$ cat config.mk
export PLATFORM = sky130hd
export DESIGN_NAME = pesp_packetizer
export DESIGN_NICKNAME = d
export VERILOG_FILES = /design/src/rtl/pesp_pkg.sv /design/src/rtl/pesp_packetizer.sv
export SDC_FILE = /design/constraint.sdc
export NUM_CORES = 2
export LEC_CHECK = 0
export ABC_CLOCK_PERIOD_IN_PS = 19800
export BUFFER_PORTS_ARGS = -buffer_cell sky130_fd_sc_hd__clkbuf_2
export CAP_MARGIN = 20
export CORE_MARGIN = 5
export CORE_UTILIZATION = 35
export DETAILED_ROUTE_END_ITERATION = 7
export PLACE_DENSITY = 0.62
export SETUP_SLACK_MARGIN = 0.5
export SLEW_MARGIN = 20
export SYNTH_ARGS = -nofsm -noshare
export SYNTH_HDL_FRONTEND = slang
export SYNTH_SLANG_ARGS = --single-unit
$ cat constraint.sdc
create_clock -name clk -period 19.8 [get_ports clk]
set_input_delay 0.99 -clock clk [delete_from_list [all_inputs] [get_ports clk]]
set_output_delay 0.99 -clock clk [all_outputs]
set_load 0.01 [all_outputs]
$ cat src/rtl/pesp_pkg.sv
package pesp_pkg;
  // timing figures as printed, cycle counts derived from the clock rate
  localparam int CLK_HZ      = 40_000_000;
  localparam int SAMPLE_HZ   = 10_000_000;
  localparam int GATE_NS     = 5000;
  localparam int COINC_NS    = 500;
  localparam int SAMPLE_DIV  = CLK_HZ / SAMPLE_HZ;
  localparam int GATE_SAMPLES = (GATE_NS * (SAMPLE_HZ / 1_000_000)) / 1000;
  // longest time: rounds down
  localparam int COINC_CYC   = (COINC_NS * (CLK_HZ / 1_000_000)) / 1000;

  localparam int PKT_BYTES   = 56;
  localparam int NUM_LEVELS  = 9;
  localparam int NUM_BINS    = NUM_LEVELS * NUM_LEVELS;
  localparam int NUM_INTERVALS = 5;

  localparam logic [7:0] SYNC_BYTE1 = 8'hEB;
  localparam logic [7:0] SYNC_BYTE2 = 8'h90;

  // apb byte addresses
  localparam logic [7:0] ADDR_CTRL      = 8'h00;
  localparam logic [7:0] ADDR_DOSE_A    = 8'h04;
  localparam logic [7:0] ADDR_DOSE_B    = 8'h08;
  localparam logic [7:0] ADDR_SR_NIB    = 8'h0C;
  localparam logic [7:0] ADDR_WARN_PROC = 8'h10;
  localparam logic [7:0] ADDR_STATUS    = 8'h14;
  localparam logic [7:0] ADDR_TEL_CNT   = 8'h18;
  localparam logic [7:0] ADDR_PEAK      = 8'h1C;

  localparam int CTRL_EN_BIT  = 0;
  localparam int CTRL_SEL_LSB = 1;
  localparam logic [3:0] CTRL_RESET = 4'h0;
  localparam logic [5:0] INTERVAL_SECS [NUM_INTERVALS] = '{6'h05, 6'h0A, 6'h14, 6'h1E, 6'h3C};

  // packet byte positions, zero based
  localparam logic [5:0] PB_UPSET    = 6'h08;
  localparam logic [5:0] PB_S_X1     = 6'h1B;
  localparam logic [5:0] PB_S_X2     = 6'h1C;
  localparam logic [5:0] PB_S_X3     = 6'h1D;
  localparam logic [5:0] PB_SUM1     = 6'h1E;
  localparam logic [5:0] PB_SUM2     = 6'h1F;
  localparam logic [5:0] PB_S_5A     = 6'h20;
  localparam logic [5:0] PB_S_5B     = 6'h21;
  localparam logic [5:0] PB_SUM3     = 6'h28;
  localparam logic [5:0] PB_STAT1    = 6'h29;
  localparam logic [5:0] PB_STAT2    = 6'h2A;
  localparam logic [5:0] PB_SR12     = 6'h2B;
  localparam logic [5:0] PB_SR34     = 6'h2C;
  localparam logic [5:0] PB_SR56     = 6'h2D;
  localparam logic [5:0] PB_WARN     = 6'h2E;
  localparam logic [5:0] PB_PROC     = 6'h32;
  localparam logic [5:0] PB_FRAME_HI = 6'h34;
  localparam logic [5:0] PB_FRAME_LO = 6'h35;
  localparam logic [5:0] PB_SYNC1    = 6'h36;
  localparam logic [5:0] PB_SYNC2    = 6'h37;

  // single energy-bin bytes: value is front_level*9 + back_level
  localparam logic [6:0] BIN_NONE = 7'h7F;
  localparam logic [6:0] BIN_OF [PKT_BYTES] = '{
    7'h7F, 7'h7F, 7'h7F, 7'h7F, 7'h7F, 7'h7F, 7'h7F, 7'h7F, 7'h7F,
    7'h09, 7'h12, 7'h1B, 7'h24, 7'h0A, 7'h13, 7'h1C, 7'h25, 7'h0B, 7'h14, 7'h1D, 7'h0C, 7'h15, 7'h1E,
    7'h2D, 7'h36, 7'h3F, 7'h48,
    7'h7F, 7'h7F, 7'h7F, 7'h7F, 7'h7F, 7'h7F, 7'h7F,
    7'h28, 7'h29, 7'h2A, 7'h2B, 7'h2C, 7'h1F,
    7'h7F, 7'h7F, 7'h7F, 7'h7F, 7'h7F, 7'h7F, 7'h7F, 7'h7F, 7'h7F, 7'h7F,
    7'h7F, 7'h7F, 7'h7F, 7'h7F, 7'h7F, 7'h7F};

  typedef enum logic {PESP_PK_IDLE = 1'b0, PESP_PK_GATE = 1'b1} pesp_peak_state_t;
  typedef enum logic {PESP_CO_IDLE = 1'b0, PESP_CO_OPEN = 1'b1} pesp_coinc_state_t;
  typedef enum logic {PESP_TX_IDLE = 1'b0, PESP_TX_SEND = 1'b1} pesp_tx_state_t;
endpackage

$ cat src/rtl/pesp_packetizer.sv
// Implementation choices: the APB register port and the register offsets.
`timescale 1ns/100ps
// Notes on behaviour
// RL1: science mode streams flux and dose packet
// RL2: at most 56 bytes, once per interval
// RL3: interval selectable 5/10/20/30/60 seconds
// RL4: fixed packet byte order, sync last
// RL5: three bytes carry grouped proton bin sums
// RL6: status byte one holds threshold settings
// RL7: status byte two holds leakage alarms
// RL8: status nibbles, odd upper, even lower
// RL9: one byte carries eight warning flags
// RL10: upset pulses above threshold counted only
// RL11: leakage alarm raises processor warning output
// RL12: dosimeters alternate one second each
// RL13: processor drives the dosimeter input multiplexer
// RL14: dosimeter trigger gates 5 us 10 MHz sampling
// RL15: largest sample in window is peak
// RL16: gain range travels with each peak
// RL17: eight thresholds give each detector level
// RL18: triggers within 500 ns are coincidence
// RL19: coincidence and singles counts kept, readable
// RL20: events binned by front, back level
// RL21: counters snapshot, clear, saturate at boundary
// RL22: unused bytes zero, frame counter increments
module pesp_packetizer
  import pesp_pkg::*;
#(
  parameter int TICKS_PER_SEC = 40_000_000,
  parameter int ADC_W         = 8
) (
  input  wire logic               clk,
  input  wire logic               resetn,
  input  wire logic [7:0]         paddr,
  input  wire logic               psel,
  input  wire logic               penable,
  input  wire logic               pwrite,
  input  wire logic [31:0]        pwdata,
  output logic      [31:0]        prdata,
  output logic                    pready,
  output logic                    pslverr,
  input  wire logic [7:0]         front_threshold_hit,
  input  wire logic [7:0]         back_threshold_hit,
  input  wire logic               front_fast_trigger,
  input  wire logic               back_fast_trigger,
  input  wire logic               dosimeter_one_fast_trigger,
  input  wire logic               dosimeter_two_fast_trigger,
  input  wire logic               dosimeter_one_gain_range,
  input  wire logic               dosimeter_two_gain_range,
  input  wire logic [ADC_W-1:0]   dosimeter_adc_data,
  input  wire logic               upset_pulse,
  input  wire logic               front_leakage_alarm,
  input  wire logic               back_leakage_alarm,
  input  wire logic               dosimeter_one_leakage_alarm,
  input  wire logic               dosimeter_two_leakage_alarm,
  input  wire logic [4:0]         threshold_high,
  output logic                    dosimeter_select,
  output logic                    adc_gate,
  output logic                    leakage_warning,
  output logic                    tm_valid,
  output logic [7:0]              tm_data,
  output logic                    tm_last,
  input  wire logic               tm_ready
);
  localparam int PIN_W = 8 + 8 + 7 + ADC_W + 4 + 5;
  localparam int SEC_W = $clog2(TICKS_PER_SEC);
  localparam logic [SEC_W-1:0] SEC_LAST   = SEC_W'(TICKS_PER_SEC - 1);
  localparam logic [7:0]       GATE_LAST  = 8'(GATE_SAMPLES - 1);
  localparam logic [7:0]       DIV_LAST   = 8'(SAMPLE_DIV - 1);
  localparam logic [7:0]       COINC_LAST = 8'(COINC_CYC - 1);
  localparam logic [15:0]      GATE_SPAN  = 16'((GATE_SAMPLES - 1) * SAMPLE_DIV);
  localparam logic [5:0]       PKT_LAST   = 6'(PKT_BYTES - 1);

  initial begin
    if (ADC_W < 1 || ADC_W > 12) $error("ADC_W must be 1..12");
    if (TICKS_PER_SEC < 2) $error("TICKS_PER_SEC must be at least 2");
  end

  function automatic logic [3:0] level_of(input logic [7:0] hits); // RL17
    logic [3:0] lv;
    lv = 4'h0;
    for (int i = 0; i < 8; i++) begin
      if (hits[i]) lv = 4'(i + 1);
    end
    return lv;
  endfunction

  function automatic logic [6:0] bin_index(input logic [3:0] m, input logic [3:0] n);
    return 7'(m * NUM_LEVELS + n);
  endfunction

  function automatic logic [7:0] sat8(input logic [11:0] x);
    return (x > 12'h0FF) ? 8'hFF : x[7:0];
  endfunction

  // ---------------- pin synchronisers
  logic [PIN_W-1:0] pin_meta;
  logic [PIN_W-1:0] pin_sync;
  logic [4:0]       trig_prev;
  wire  [PIN_W-1:0] pin_raw = {front_threshold_hit, back_threshold_hit, front_fast_trigger, back_fast_trigger,
                               dosimeter_one_fast_trigger, dosimeter_two_fast_trigger, dosimeter_one_gain_range,
                               dosimeter_two_gain_range, upset_pulse, dosimeter_adc_data, front_leakage_alarm,
                               back_leakage_alarm, dosimeter_one_leakage_alarm, dosimeter_two_leakage_alarm,
                               threshold_high};
  always_ff @(posedge clk) begin
    if (!resetn) begin
      pin_meta  <= '0;
      pin_sync  <= '0;
      trig_prev <= 5'h00;
    end else begin
      pin_meta  <= pin_raw;
      pin_sync  <= pin_meta;
      // one history bit per trigger so each edge detector sees its own pin
      trig_prev <= {pin_sync[PIN_W-17 -: 4], pin_sync[PIN_W-23]};
    end
  end
  wire [7:0]       f_hits   = pin_sync[PIN_W-1 -: 8];
  wire [7:0]       b_hits   = pin_sync[PIN_W-9 -: 8];
  wire             f_trig   = pin_sync[PIN_W-17];
  wire             b_trig   = pin_sync[PIN_W-18];
  wire             d1_trig  = pin_sync[PIN_W-19];
  wire             d2_trig  = pin_sync[PIN_W-20];
  wire             d1_gain  = pin_sync[PIN_W-21];
  wire             d2_gain  = pin_sync[PIN_W-22];
  wire             upset_s  = pin_sync[PIN_W-23];
  wire [ADC_W-1:0] adc_s    = pin_sync[9 +: ADC_W];
  wire [3:0]       leak_s   = pin_sync[8:5];
  wire [4:0]       thr_s    = pin_sync[4:0];
  wire             f_rise   = f_trig & ~trig_prev[4];
  wire             b_rise   = b_trig & ~trig_prev[3];
  wire             d_rise   = dosimeter_select ? (d2_trig & ~trig_prev[1]) : (d1_trig & ~trig_prev[2]);
  wire             up_rise  = upset_s & ~trig_prev[0];
  wire             dos_gain = dosimeter_select ? d2_gain : d1_gain;

  // ---------------- apb registers
  logic [3:0]  ctrl;
  logic [31:0] dose_a;
  logic [31:0] dose_b;
  logic [23:0] sr_nib;
  logic [15:0] warn_proc;
  logic        addr_bad;
  wire  hit_ctrl = (paddr == ADDR_CTRL);
  wire  hit_da   = (paddr == ADDR_DOSE_A);
  wire  hit_db   = (paddr == ADDR_DOSE_B);
  wire  hit_sr   = (paddr == ADDR_SR_NIB);
  wire  hit_wp   = (paddr == ADDR_WARN_PROC);
  wire  hit_ro   = (paddr == ADDR_STATUS) | (paddr == ADDR_TEL_CNT) | (paddr == ADDR_PEAK);
  wire  hit_any  = hit_ctrl | hit_da | hit_db | hit_sr | hit_wp | hit_ro;
  wire  setup    = psel & ~penable;
  wire  wr_en    = psel & penable & pwrite & ~addr_bad;
  wire  science_en = ctrl[CTRL_EN_BIT];
  wire  [2:0] int_sel = ctrl[CTRL_SEL_LSB +: 3];
  wire  [5:0] int_secs = (int_sel < 3'(NUM_INTERVALS)) ? INTERVAL_SECS[int_sel] : INTERVAL_SECS[NUM_INTERVALS-1]; // RL3

  // ---------------- status produced by the block
  logic [15:0] frame_cnt;
  logic [15:0] coinc_cnt, single_cnt, coinc_snap, single_snap;
  logic [ADC_W-1:0] peak_val;
  logic        peak_gain, peak_id;
  logic [15:0] peak_count;
  pesp_tx_state_t tx_state;
  wire  [31:0] rd_mux =
      hit_ctrl ? {28'h0, ctrl} :
      hit_da   ? dose_a :
      hit_db   ? dose_b :
      hit_sr   ? {8'h0, sr_nib} :
      hit_wp   ? {16'h0, warn_proc} :
      (paddr == ADDR_STATUS)  ? {11'h0, leak_s, tx_state == PESP_TX_SEND, frame_cnt} :
      (paddr == ADDR_TEL_CNT) ? {single_snap, coinc_snap} : // RL19
      (paddr == ADDR_PEAK)    ? {peak_count, 2'h0, peak_id, peak_gain, 12'(peak_val)} : 32'h0;

  assign pready  = 1'b1;
  assign pslverr = psel & penable & addr_bad;

  always_ff @(posedge clk) begin
    if (!resetn) begin
      ctrl      <= CTRL_RESET;
      dose_a    <= 32'h0;
      dose_b    <= 32'h0;
      sr_nib    <= 24'h0;
      warn_proc <= 16'h0;
      prdata    <= 32'h0;
      addr_bad  <= 1'b0;
    end else begin
      if (setup) begin
        prdata   <= pwrite ? 32'h0 : rd_mux;
        addr_bad <= ~hit_any | (pwrite & hit_ro);
      end
      if (wr_en && hit_ctrl) ctrl <= pwdata[3:0];
      if (wr_en && hit_da) dose_a <= pwdata;
      if (wr_en && hit_db) dose_b <= pwdata;
      if (wr_en && hit_sr) sr_nib <= pwdata[23:0];
      if (wr_en && hit_wp) warn_proc <= pwdata[15:0];
    end
  end

  // ---------------- second tick, interval boundary, dosimeter alternation
  logic [SEC_W-1:0] sec_cnt;
  logic [5:0]       int_cnt;
  wire  sec_tick = (sec_cnt == SEC_LAST);
  wire  boundary = sec_tick & (int_cnt >= int_secs - 6'h01);
  always_ff @(posedge clk) begin
    if (!resetn) begin
      sec_cnt          <= '0;
      int_cnt          <= 6'h00;
      dosimeter_select <= 1'b0;
      leakage_warning  <= 1'b0;
    end else begin
      sec_cnt <= sec_tick ? '0 : sec_cnt + 1'b1;
      if (sec_tick) int_cnt <= boundary ? 6'h00 : int_cnt + 6'h01;
      if (sec_tick) dosimeter_select <= ~dosimeter_select; // RL12
      leakage_warning <= |leak_s; // RL11
    end
  end

  // ---------------- dosimeter peak capture
  pesp_peak_state_t pk_state;
  logic [7:0]       pk_div, pk_nsamp;
  logic [ADC_W-1:0] pk_max;
  logic             pk_gain_cap, pk_id_cap;
  logic [15:0]      pk_cyc;
  wire  sample_stb = (pk_state == PESP_PK_GATE) && (pk_div == 8'h00);
  wire  [ADC_W-1:0] next_max = (adc_s > pk_max) ? adc_s : pk_max; // RL15
  wire  pk_done = sample_stb && (pk_nsamp == GATE_LAST);
  assign adc_gate = (pk_state == PESP_PK_GATE); // RL14
  always_ff @(posedge clk) begin
    if (!resetn) begin
      pk_state <= PESP_PK_IDLE;
      pk_div <= 8'h00;
      pk_nsamp <= 8'h00;
      pk_max <= '0;
      pk_gain_cap <= 1'b0;
      pk_id_cap <= 1'b0;
      pk_cyc <= 16'h0;
      peak_val <= '0;
      peak_gain <= 1'b0;
      peak_id <= 1'b0;
      peak_count <= 16'h0;
    end else begin
      unique case (pk_state)
        PESP_PK_IDLE: begin
          if (d_rise) begin
            pk_state <= PESP_PK_GATE;
            pk_div <= 8'h00;
            pk_nsamp <= 8'h00;
            pk_max <= '0;
            pk_cyc <= 16'h0;
            pk_gain_cap <= dos_gain; // RL16
            pk_id_cap <= dosimeter_select;
          end
        end
        PESP_PK_GATE: begin
          pk_div <= (pk_div == DIV_LAST) ? 8'h00 : pk_div + 8'h01; // RL14
          pk_cyc <= pk_cyc + 16'h1;
          if (sample_stb) begin
            pk_max <= next_max;
            pk_nsamp <= pk_nsamp + 8'h01;
          end
          if (pk_done) begin
            pk_state <= PESP_PK_IDLE;
            peak_val <= next_max; // RL15
            peak_gain <= pk_gain_cap; // RL16
            peak_id <= pk_id_cap;
            peak_count <= peak_count + 16'h1;
          end
        end
      endcase
    end
  end

  // ---------------- telescope coincidence and binning
  pesp_coinc_state_t co_state;
  logic [7:0] co_cnt, f_acc, b_acc;
  logic       got_f, got_b;
  wire  ev_valid = (co_state == PESP_CO_OPEN) && (co_cnt == COINC_LAST);
  wire  ev_coinc = got_f & got_b; // RL18
  wire  [3:0] ev_m = got_f ? level_of(f_acc) : 4'h0; // RL20
  wire  [3:0] ev_n = got_b ? level_of(b_acc) : 4'h0;
  wire  [6:0] ev_bin = bin_index(ev_m, ev_n);
  always_ff @(posedge clk) begin
    if (!resetn) begin
      co_state <= PESP_CO_IDLE;
      co_cnt <= 8'h00;
      f_acc <= 8'h00;
      b_acc <= 8'h00;
      got_f <= 1'b0;
      got_b <= 1'b0;
    end else begin
      unique case (co_state)
        PESP_CO_IDLE: begin
          if (f_rise || b_rise) begin
            co_state <= PESP_CO_OPEN;
            co_cnt <= 8'h00;
            got_f <= f_rise;
            got_b <= b_rise;
            f_acc <= f_hits;
            b_acc <= b_hits;
          end
        end
        PESP_CO_OPEN: begin
          co_cnt <= co_cnt + 8'h01;
          got_f <= got_f | f_rise; // RL18
          got_b <= got_b | b_rise;
          f_acc <= f_acc | f_hits; // RL17
          b_acc <= b_acc | b_hits;
          if (ev_valid) co_state <= PESP_CO_IDLE;
        end
      endcase
    end
  end

  // ---------------- saturating counters, snapshot and clear at the boundary
  logic [7:0] bin_cnt [NUM_BINS];
  logic [7:0] snap [NUM_BINS];
  logic [7:0] upset_cnt, upset_snap;
  wire  up_ev = up_rise;
  wire  co_ev = ev_valid & ev_coinc;
  wire  si_ev = ev_valid & ~ev_coinc;
  always_ff @(posedge clk) begin
    if (!resetn) begin
      for (int i = 0; i < NUM_BINS; i++) begin
        bin_cnt[i] <= 8'h00;
        snap[i] <= 8'h00;
      end
    end else begin
      for (int i = 0; i < NUM_BINS; i++) begin
        if (boundary) begin
          snap[i] <= bin_cnt[i]; // RL21
          bin_cnt[i] <= (ev_valid && ev_bin == 7'(i)) ? 8'h01 : 8'h00;
        end else if (ev_valid && ev_bin == 7'(i) && bin_cnt[i] != 8'hFF) begin
          bin_cnt[i] <= bin_cnt[i] + 8'h01; // RL20
        end
      end
    end
  end
  always_ff @(posedge clk) begin
    if (!resetn) begin
      upset_cnt <= 8'h00;
      upset_snap <= 8'h00;
      coinc_cnt <= 16'h0;
      single_cnt <= 16'h0;
      coinc_snap <= 16'h0;
      single_snap <= 16'h0;
    end else if (boundary) begin
      upset_snap <= upset_cnt;
      coinc_snap <= coinc_cnt;
      single_snap <= single_cnt;
      upset_cnt <= {7'h00, up_ev}; // RL21
      coinc_cnt <= {15'h0, co_ev};
      single_cnt <= {15'h0, si_ev};
    end else begin
      if (up_ev && upset_cnt != 8'hFF) upset_cnt <= upset_cnt + 8'h01; // RL10
      if (co_ev && coinc_cnt != 16'hFFFF) coinc_cnt <= coinc_cnt + 16'h1; // RL19
      if (si_ev && single_cnt != 16'hFFFF) single_cnt <= single_cnt + 16'h1;
    end
  end

  // ---------------- packet assembly
  function automatic logic [11:0] bn(input int m, input int n);
    return {4'h0, snap[m * NUM_LEVELS + n]};
  endfunction
  wire [7:0] sum_x1 = sat8(bn(6, 1) + bn(7, 1) + bn(8, 1));
  wire [7:0] sum_x2 = sat8(bn(6, 2) + bn(7, 2) + bn(8, 2));
  wire [7:0] sum_x3 = sat8(bn(6, 3) + bn(7, 3) + bn(8, 3));
  wire [7:0] sum_1  = sat8(bn(6, 4) + bn(7, 4) + bn(8, 4) + bn(6, 5) + bn(7, 5) + bn(8, 5)); // RL5
  wire [7:0] sum_2  = sat8(bn(6, 6) + bn(7, 6) + bn(8, 6) + bn(6, 7) + bn(7, 7) + bn(6, 8) + bn(7, 8)); // RL5
  wire [7:0] sum_5a = sat8(bn(5, 4) + bn(5, 5) + bn(5, 6));
  wire [7:0] sum_5b = sat8(bn(5, 7) + bn(5, 8));
  wire [7:0] sum_3  = sat8(bn(0, 4) + bn(0, 5) + bn(0, 6) + bn(0, 7) + bn(0, 8)); // RL5
  wire [63:0] dose_bytes = {dose_a, dose_b};

  logic [5:0] tx_idx;
  wire  start     = boundary & science_en & (tx_state == PESP_TX_IDLE); // RL1 RL2
  wire  accept    = tm_valid & tm_ready;
  wire  [5:0] sel = (tx_state == PESP_TX_IDLE) ? 6'h00 : tx_idx + 6'h01;
  logic [7:0] next_byte;
  always_comb begin
    next_byte = 8'h00; // RL22
    if (sel < PB_UPSET) next_byte = dose_bytes[6'(7 - 3'(sel)) * 8 +: 8]; // RL4
    else if (BIN_OF[sel] != BIN_NONE) next_byte = snap[BIN_OF[sel]];
    case (sel)
      PB_UPSET:    next_byte = upset_snap; // RL10
      PB_S_X1:     next_byte = sum_x1;
      PB_S_X2:     next_byte = sum_x2;
      PB_S_X3:     next_byte = sum_x3;
      PB_SUM1:     next_byte = sum_1;
      PB_SUM2:     next_byte = sum_2;
      PB_S_5A:     next_byte = sum_5a;
      PB_S_5B:     next_byte = sum_5b;
      PB_SUM3:     next_byte = sum_3;
      PB_STAT1:    next_byte = {thr_s, 3'h0}; // RL6
      PB_STAT2:    next_byte = {leak_s, 4'h0}; // RL7
      PB_SR12:     next_byte = sr_nib[23:16]; // RL8
      PB_SR34:     next_byte = sr_nib[15:8];
      PB_SR56:     next_byte = sr_nib[7:0];
      PB_WARN:     next_byte = warn_proc[7:0]; // RL9
      PB_PROC:     next_byte = warn_proc[15:8];
      PB_FRAME_HI: next_byte = frame_cnt[15:8];
      PB_FRAME_LO: next_byte = frame_cnt[7:0];
      PB_SYNC1:    next_byte = SYNC_BYTE1;
      PB_SYNC2:    next_byte = SYNC_BYTE2;
      default:     ;
    endcase
  end
  assign tm_last = tm_valid & (tx_idx == PKT_LAST); // RL2

  always_ff @(posedge clk) begin
    if (!resetn) begin
      tx_state <= PESP_TX_IDLE;
      tx_idx <= 6'h00;
      tm_valid <= 1'b0;
      tm_data <= 8'h00;
      frame_cnt <= 16'h0;
    end else begin
      unique case (tx_state)
        PESP_TX_IDLE: begin
          if (start) begin
            tx_state <= PESP_TX_SEND;
            tx_idx <= 6'h00;
            tm_valid <= 1'b1;
            tm_data <= next_byte;
          end
        end
        PESP_TX_SEND: begin
          if (accept && tx_idx == PKT_LAST) begin
            tx_state <= PESP_TX_IDLE;
            tm_valid <= 1'b0;
            frame_cnt <= frame_cnt + 16'h1; // RL22
          end else if (accept) begin
            tx_idx <= sel;
            tm_data <= next_byte;
          end
        end
      endcase
    end
  end

  // ---------------- checks
  a_pkt_length: assert property (@(posedge clk) disable iff (!resetn) // RL2
    accept && tm_last |=> !tm_valid && frame_cnt == $past(frame_cnt) + 16'h1) else $error("packet end wrong");
  a_sync_bytes: assert property (@(posedge clk) disable iff (!resetn) // RL4
    tm_valid && tx_idx == PKT_LAST |-> tm_data == SYNC_BYTE2) else $error("sync byte wrong");
  a_data_hold: assert property (@(posedge clk) disable iff (!resetn) // RL1
    tm_valid && !tm_ready |=> tm_valid && $stable(tm_data) && $stable(tx_idx)) else $error("stream dropped");
  a_gate_len: assert property (@(posedge clk) disable iff (!resetn) // RL14
    pk_done |-> pk_cyc == GATE_SPAN) else $error("gate length wrong");
  a_peak_max: assert property (@(posedge clk) disable iff (!resetn) // RL15
    pk_done |=> peak_val >= $past(adc_s) && peak_val >= $past(pk_max)) else $error("peak not max");
  a_coinc_window: assert property (@(posedge clk) disable iff (!resetn) // RL18
    co_state == PESP_CO_OPEN && co_cnt < COINC_LAST && got_f && b_rise
    |-> ##[1:20] (ev_valid && ev_coinc)) else $error("coincidence missed");
  a_upset_count: assert property (@(posedge clk) disable iff (!resetn) // RL10
    up_ev && !boundary && upset_cnt < 8'hFF |=> upset_cnt == $past(upset_cnt) + 8'h01) else $error("upset lost");
  a_leak_warn: assert property (@(posedge clk) disable iff (!resetn) // RL11
    |leak_s |=> leakage_warning) else $error("leak warning absent");
  a_dose_alt: assert property (@(posedge clk) disable iff (!resetn) // RL12
    sec_tick |=> dosimeter_select != $past(dosimeter_select)) else $error("dosimeter not switched");
  c_packet_sent: cover property (@(posedge clk) disable iff (!resetn) accept && tm_last);
  c_coinc_event: cover property (@(posedge clk) disable iff (!resetn) co_ev);
  c_peak_done: cover property (@(posedge clk) disable iff (!resetn) pk_done);
endmodule // pesp_packetizer

# Word-level counts from Yosys, hierarchy flattened

Memories as Yosys holds them, arrays and structs flattened.
Cells that the tools add are included.
Widths: inputs -> output; s select.

Word-level logic and storage cells: 1610
Output and inout bits: 47
ROM bits: 496
Memories kept: 4
Bits in latches: 0
Input bits: 86
Register bits: 452
Bits in writable memories: 1296

Memories:

| name             | words | bits a word | read ports | clocked after Yosys merged registers in | write ports | line                   | text |
|---|---|---|---|---|---|---|---|
| bin_cnt          | 81    | 8           | 81         | 0                                       | 81          | pesp_packetizer.sv:313 | `logic [7:0] bin_cnt [NUM_BINS];` |
| snap             | 81    | 8           | 33         | 0                                       | 81          | pesp_packetizer.sv:314 | `logic [7:0] snap [NUM_BINS];` |
| (name not given) | 64    | 7           | 1          | 0                                       | 0           | pesp_packetizer.sv:380 | `else if (BIN_OF[sel] != BIN_NONE) next_byte = snap[BIN_OF[sel]];` |
| (name not given) | 8     | 6           | 1          | 0                                       | 0           | pesp_packetizer.sv:153 | `wire [5:0] int_secs = (int_sel < 3'(NUM_INTERVALS)) ? INTERVAL_SECS[int_sel] : INTERVAL_SECS[NUM_INTERVALS-1];` |

Reductions and logical operators: 190
Multiplexer cells: 743
Shift-type cells: 1
Bitwise operators: 290
Divide/modulo/power cells: 0
$add $sub $neg: 119
$mul: 1
Magnitude comparators: 14
Eq/ne operators: 204

Operator list:

| cell                  | number |
|---|---|
| $mux 8                | 264 |
| $add 8x1->8 const B   | 85 |
| $ne 8x8->1 const B    | 82 |
| $mux 1                | 429 |
| $mux 32               | 9 |
| $or 1x1->1            | 253 |
| $eq 7x6->1 const B    | 32 |
| $logic_and 1x1->1     | 174 |
| $pmux 8 s20           | 1 |
| $eq 7x7->1 const B    | 17 |
| $eq 7x5->1 const B    | 16 |
| $pmux 8 s2            | 7 |
| $eq 6x6->1 const B    | 15 |
| $add 8x8->9           | 8 |
| $add 9x8->10          | 7 |
| $add 16x1->16 const B | 4 |
| $mux 4                | 16 |
| $shiftx 64x10->8      | 1 |
| $eq 7x4->1 const B    | 8 |
| $mux 6                | 8 |
| $eq 8x5->1 const B    | 5 |
| $gt 10x8->1 const B   | 4 |
| $add 11x8->12         | 3 |
| $add 12x8->12         | 3 |
| 45 further kinds      | 111 |

# Longest topological paths before layout

Word-level depth: 19
Depth in mapped cells: 22
Depth with buffers taken out: 21

# Worst setup path after synthesis

OpenSTA, ideal clock, no wires.

Kind: reg-to-reg
Start point: register ctrl[3]
End point: memory snap[0][0] (enable)
Setup time: 1.262 ns
Data arrival time: 19.970 ns
Cell stages (with the launch flop): 13
Path buffers: 2
Required time: 18.538 ns
Clock period less this slack: 21.231 ns
Setup slack: -1.431 ns
Cells stage by stage: dfxtp_1 -> or3_1 -> ha_1 -> ha_1 -> a21o_1 -> a21o_1 -> a21oi_1 -> nor2b_1 -> o211a_1 -> nor2_1 -> inv_1 -> clkbuf_1 -> buf_1

RTL lines:

| what                   | line                   | text |
|---|---|---|
| from (decl)            | pesp_packetizer.sv:136 | `logic [3:0] ctrl;` |
| from (signal assigned) | pesp_packetizer.sv:189 | `if (wr_en && hit_ctrl) ctrl <= pwdata[3:0];` |
| to (decl)              | pesp_packetizer.sv:314 |  |

# Final worst setup path

Start point: register tx_state
End point: register tm_data[7]

Cells in the longest elaborated chain, start to end: 12
Elaborated cells on any way between the ends: 43
Classes of those cells: add/sub: 1; order compare: 1; eq/ne: 24; shift: 1; mux: 10; bitwise: 3; reduce/logical: 1; memory: 2

Ends and longest elaborated chain:

| what                                       | line                   | text |
|---|---|---|
| from (decl)                                | pesp_packetizer.sv:161 | `pesp_tx_state_t tx_state;` |
| from (signal assigned)                     | pesp_packetizer.sv:409 | `tx_state <= PESP_TX_IDLE;` |
| from (signal assigned)                     | pesp_packetizer.sv:418 | `tx_state <= PESP_TX_SEND;` |
| from (signal assigned)                     | pesp_packetizer.sv:426 | `tx_state <= PESP_TX_IDLE;` |
| $mux 6                                     | pesp_packetizer.sv:375 | `wire [5:0] sel = (tx_state == PESP_TX_IDLE) ? 6'h00 : tx_idx + 6'h01;` |
| $not 6->7 (implied by the code)            | pesp_packetizer.sv:380 |  |
| $mem_v2 64x7                               | n/a                    |  |
| $mux 7 (implied by the code) (2 in series) | pesp_packetizer.sv:380 |  |
| $mem_v2 81x8 or $ne 7x7->1 (tied branches) | n/a                    |  |
| $mux 8                                     | pesp_packetizer.sv:380 |  |
| $mux 8                                     | pesp_packetizer.sv:379 | `if (sel < PB_UPSET) next_byte = dose_bytes[6'(7 - 3'(sel)) * 8 +: 8];` |
| $pmux 8 s20                                | pesp_packetizer.sv:381 | `case (sel)` |
| $mux 8                                     | pesp_packetizer.sv:429 | `end else if (accept) begin` |
| $mux 8                                     | pesp_packetizer.sv:425 | `if (accept && tx_idx == PKT_LAST) begin` |
| $pmux 8 s2                                 | pesp_packetizer.sv:415 | `unique case (tx_state)` |
| to (signal assigned)                       | pesp_packetizer.sv:421 | `tm_data <= next_byte;` |
| to (signal assigned)                       | pesp_packetizer.sv:431 | `tm_data <= next_byte;` |
| to (decl)                                  | pesp_packetizer.sv:61  | `output logic [7:0] tm_data,` |

Parallel ways exist; a longest one is shown, timed or not. The select of a mux whose other input is x is not followed.
A chain may end at the register's enable or synchronous reset.

==> metrics.yaml <==
floorplanning:
  dieArea_sq_um: 265000
  num_io_pins: 133
  core_sq_um: 254000
  row_count: 185
  start_util_pct: 35.1
  die_h_um: 514
  die_w_um: 514
power:
  power_leakage_nw: 37.1
  peakVddDrop_uv: 96.0
  p_per_area_nw_per_um2: 86.1
route:
  wire_per_inst_um: 24.3
  routed_via_density: 5.60
  first_iter_violations: 7850
  firstDrtPassIters: 6
  vias: 66900
  drc: 0
  ant_nets: 0
  drt-total-wl_um: 290000
synth:
  synth_edf_count: 1296
  synth_area_sq_um: 89000
  synthCells: 8478
  synth-async-reset-ratio_pct: 0
  syn_nets: 8889
  ys_dominant_reg_cell: "edfxtp_1"
  ys_types: 104
  syn_avg_cell_area_sq_um: 10.5
  ys_ff_latch: 1748
  synth-warning-count: 0
  ys_seq_area_share_pct: 53.9
placement:
  place_area_sq_um: 92900
  hpwl_um: 209000
  gp_congestion: 1.00
  portBuffers: 131
  dp_cells: 11600
  dp_slack_ns: 12.98
layout:
  layout-drive-gt1-share_pct: 7.38
  areaGrowthSynthToFinish_pct: 11.4
  final_common_cell: "edfxtp_1"
  stdcell_area_sq_um: 99200
  fillers: 24500
  stdcell_count: 11900
  final_core_util_pct: 39.1
  nets: 8827
  mostFrequentLayoutCells: "edfxtp_1, nand2_1, nor2_1, and3_1, nand3_1"
clock_network:
  numCtsBuffers: 187
  clk_latency_ns: 0.86
  cts_num_sinks: 1748
  ctsResizeCount: 0
  cts_hold_buf: 0
  cts.clk_slew.worst_paths_ns: 0.06
  tritoncts: "yes"
  cts-root-buf: "clkbuf_16"
  clk_path_buf_depth: 3
  h-tree-depth: 4
  postCtsSetupBuffers: 0
timing:
  worst_slew_pin_slew_ns: 1.22
  rsz0062_at_grt: "false"
  setup_slack_ns: 12.64
  hold_viol: 0
  fmax_mhz: 140
  slew_violations: 0
  maxSlewHeadroom_pct: 18.5
  timing.setup.tns_ns: 0
  finalCritPeriodShare_pct: 36.1
  skew_ns: 0.0579
  setup_violations: 0
  period_needed_ns: 7.16
worst_setup_path:
  crit_path_max_fanout: 74
  crit_arrival_ns: 7.91
  crit_start: "tx_state"
  end_kind: "flip-flop"
  regToRegStartpoint: "tx_state"
  cp-start-kind: "flip-flop"
  critical_path_class: "flip-flop to flip-flop"
  worst_ep_required_time_ns: 20.56
global_routing:
  grt_pass1_wl_um: 425000
  grt_max_degree: 253
  grt_pass1_vias: 63800
  grt_overflow_total: 0
  antenna_found_initial: 16
  track_usage_pct: 21.2
job:
  cap_violations: 0
min_path:
  hold_path.startpoint: "threshold_high[1]"
  worstHoldPathType: "primary input to flip-flop"
status:
  status: "finished, final reports clean"
## layer usage
| layer | vias up | wire length (um) | global-route usage (%) |
|---|---|---|---|
| met1 | 32900 | 121000 | 28.7 |
| met2 | 3047 | 127000 | 32.5 |
| met3 | 674 | 24100 | 3.67 |
| li1 | 30200 | - | - |
| met4 | 4 | 18500 | 11.2 |
| met5 | - | 27 | 0 |
## area by class of cell
cell class	instances	area (sq um)	share of cell area (%)
Clock inverter	112	1230	1.24
Inverter	295	1120	1.13
Tap cell	3366	4210	4.24
Timing Repair Buffer	234	1530	1.55
Multi-Input combinational cell	5950	38100	38.4
Sequential cell	1748	48000	48.3
Antenna cell	7	17.5	0.0177
Clock buffer	235	5040	5.08
## cell families (layout without fill, tap and decap cells)
kind of cell    after synthesis  after routing  synth area share, %
simple gates               3683           3683                 19.9
flops                      1748           1748                 53.9
compound gates             1141           1141                 8.59
buf+inv                     780            876                 3.50
xor+xnor                    616            616                 6.07
fa+ha+maj                   325            325                 5.67
mux                         184            184                 2.39
other cells                   1              8              0.00421
## flip-flops by register name, indices dropped and copies added, names as in the netlist, 24 cells and up
| register | count |
|---|---|
| bin_cnt | 648 |
| snap | 648 |
| prdata | 32 |
| sec_cnt | 26 |
| dose_b | 32 |
| dose_a | 32 |
| sr_nib | 24 |
| pin_sync | 40 |
| pin_meta | 40 |
## report_power, final
group          total, W  internal (W)  switching [W]
combinational  0.000745      0.000291       0.000454
clock           0.00360       0.00205        0.00155
sequential      0.00420       0.00406       0.000139
## path summary, 6_finish.rpt
| check | endpoint | slack (ns) | cells after the start |
|---|---|---|---|
| worst min-delay path | pin_meta[1] | 0.34 | 2 |
| worst max-delay path | tm_data[7] | 12.64 | 16 |
| worst min register to register | pin_sync[18] | 0.43 | 1 |
| worst max register to register | tm_data[7] | 12.64 | 16 |
## stage by stage
stage	power [W]	hold slack, ns
2_1_floorplan	0.00477	0.401
3_3_place_gp	0.00499	0.421
3_5_place_dp	0.00500	0.421
4_1_cts	0.00859	0.272
5_1_grt	0.00885	0.295
6_report	0.00854	0.339
## cells in the mapped netlist (143+ instances only)
cell,count,area (sq um)
edfxtp_1,1296,38900
nor2_1,914,3430
nand3_1,483,2420
clkbuf_1,371,1390
dfxtp_1,452,9050
xnor2_1,268,2350
nand2_1,1019,3820
and3_1,706,4420
inv_1,292,1100
a21oi_1,361,1810
mux2i_1,143,1430
ha_1,194,2430
o21ai_0,151,756
and2_1,227,1420
xor2_1,347,3040
## worst max-delay path, cell delays in order, from the launching register on
cell      delay [ns]
dfxtp_1         0.64
buf_4           0.37
nand2_1         0.69
inv_1           0.46
ha_1            0.55
xor2_1          0.19
a221oi_1        0.10
a22oi_1         0.21
buf_4           0.27
and2_4          0.76
buf_4           0.88
nand2_1         0.12
nand4_1         0.14
nand4_1         0.15
o41ai_1         0.94
nand4b_1        0.18
o32ai_1         0.31
(Power assumes the default switching activity.)
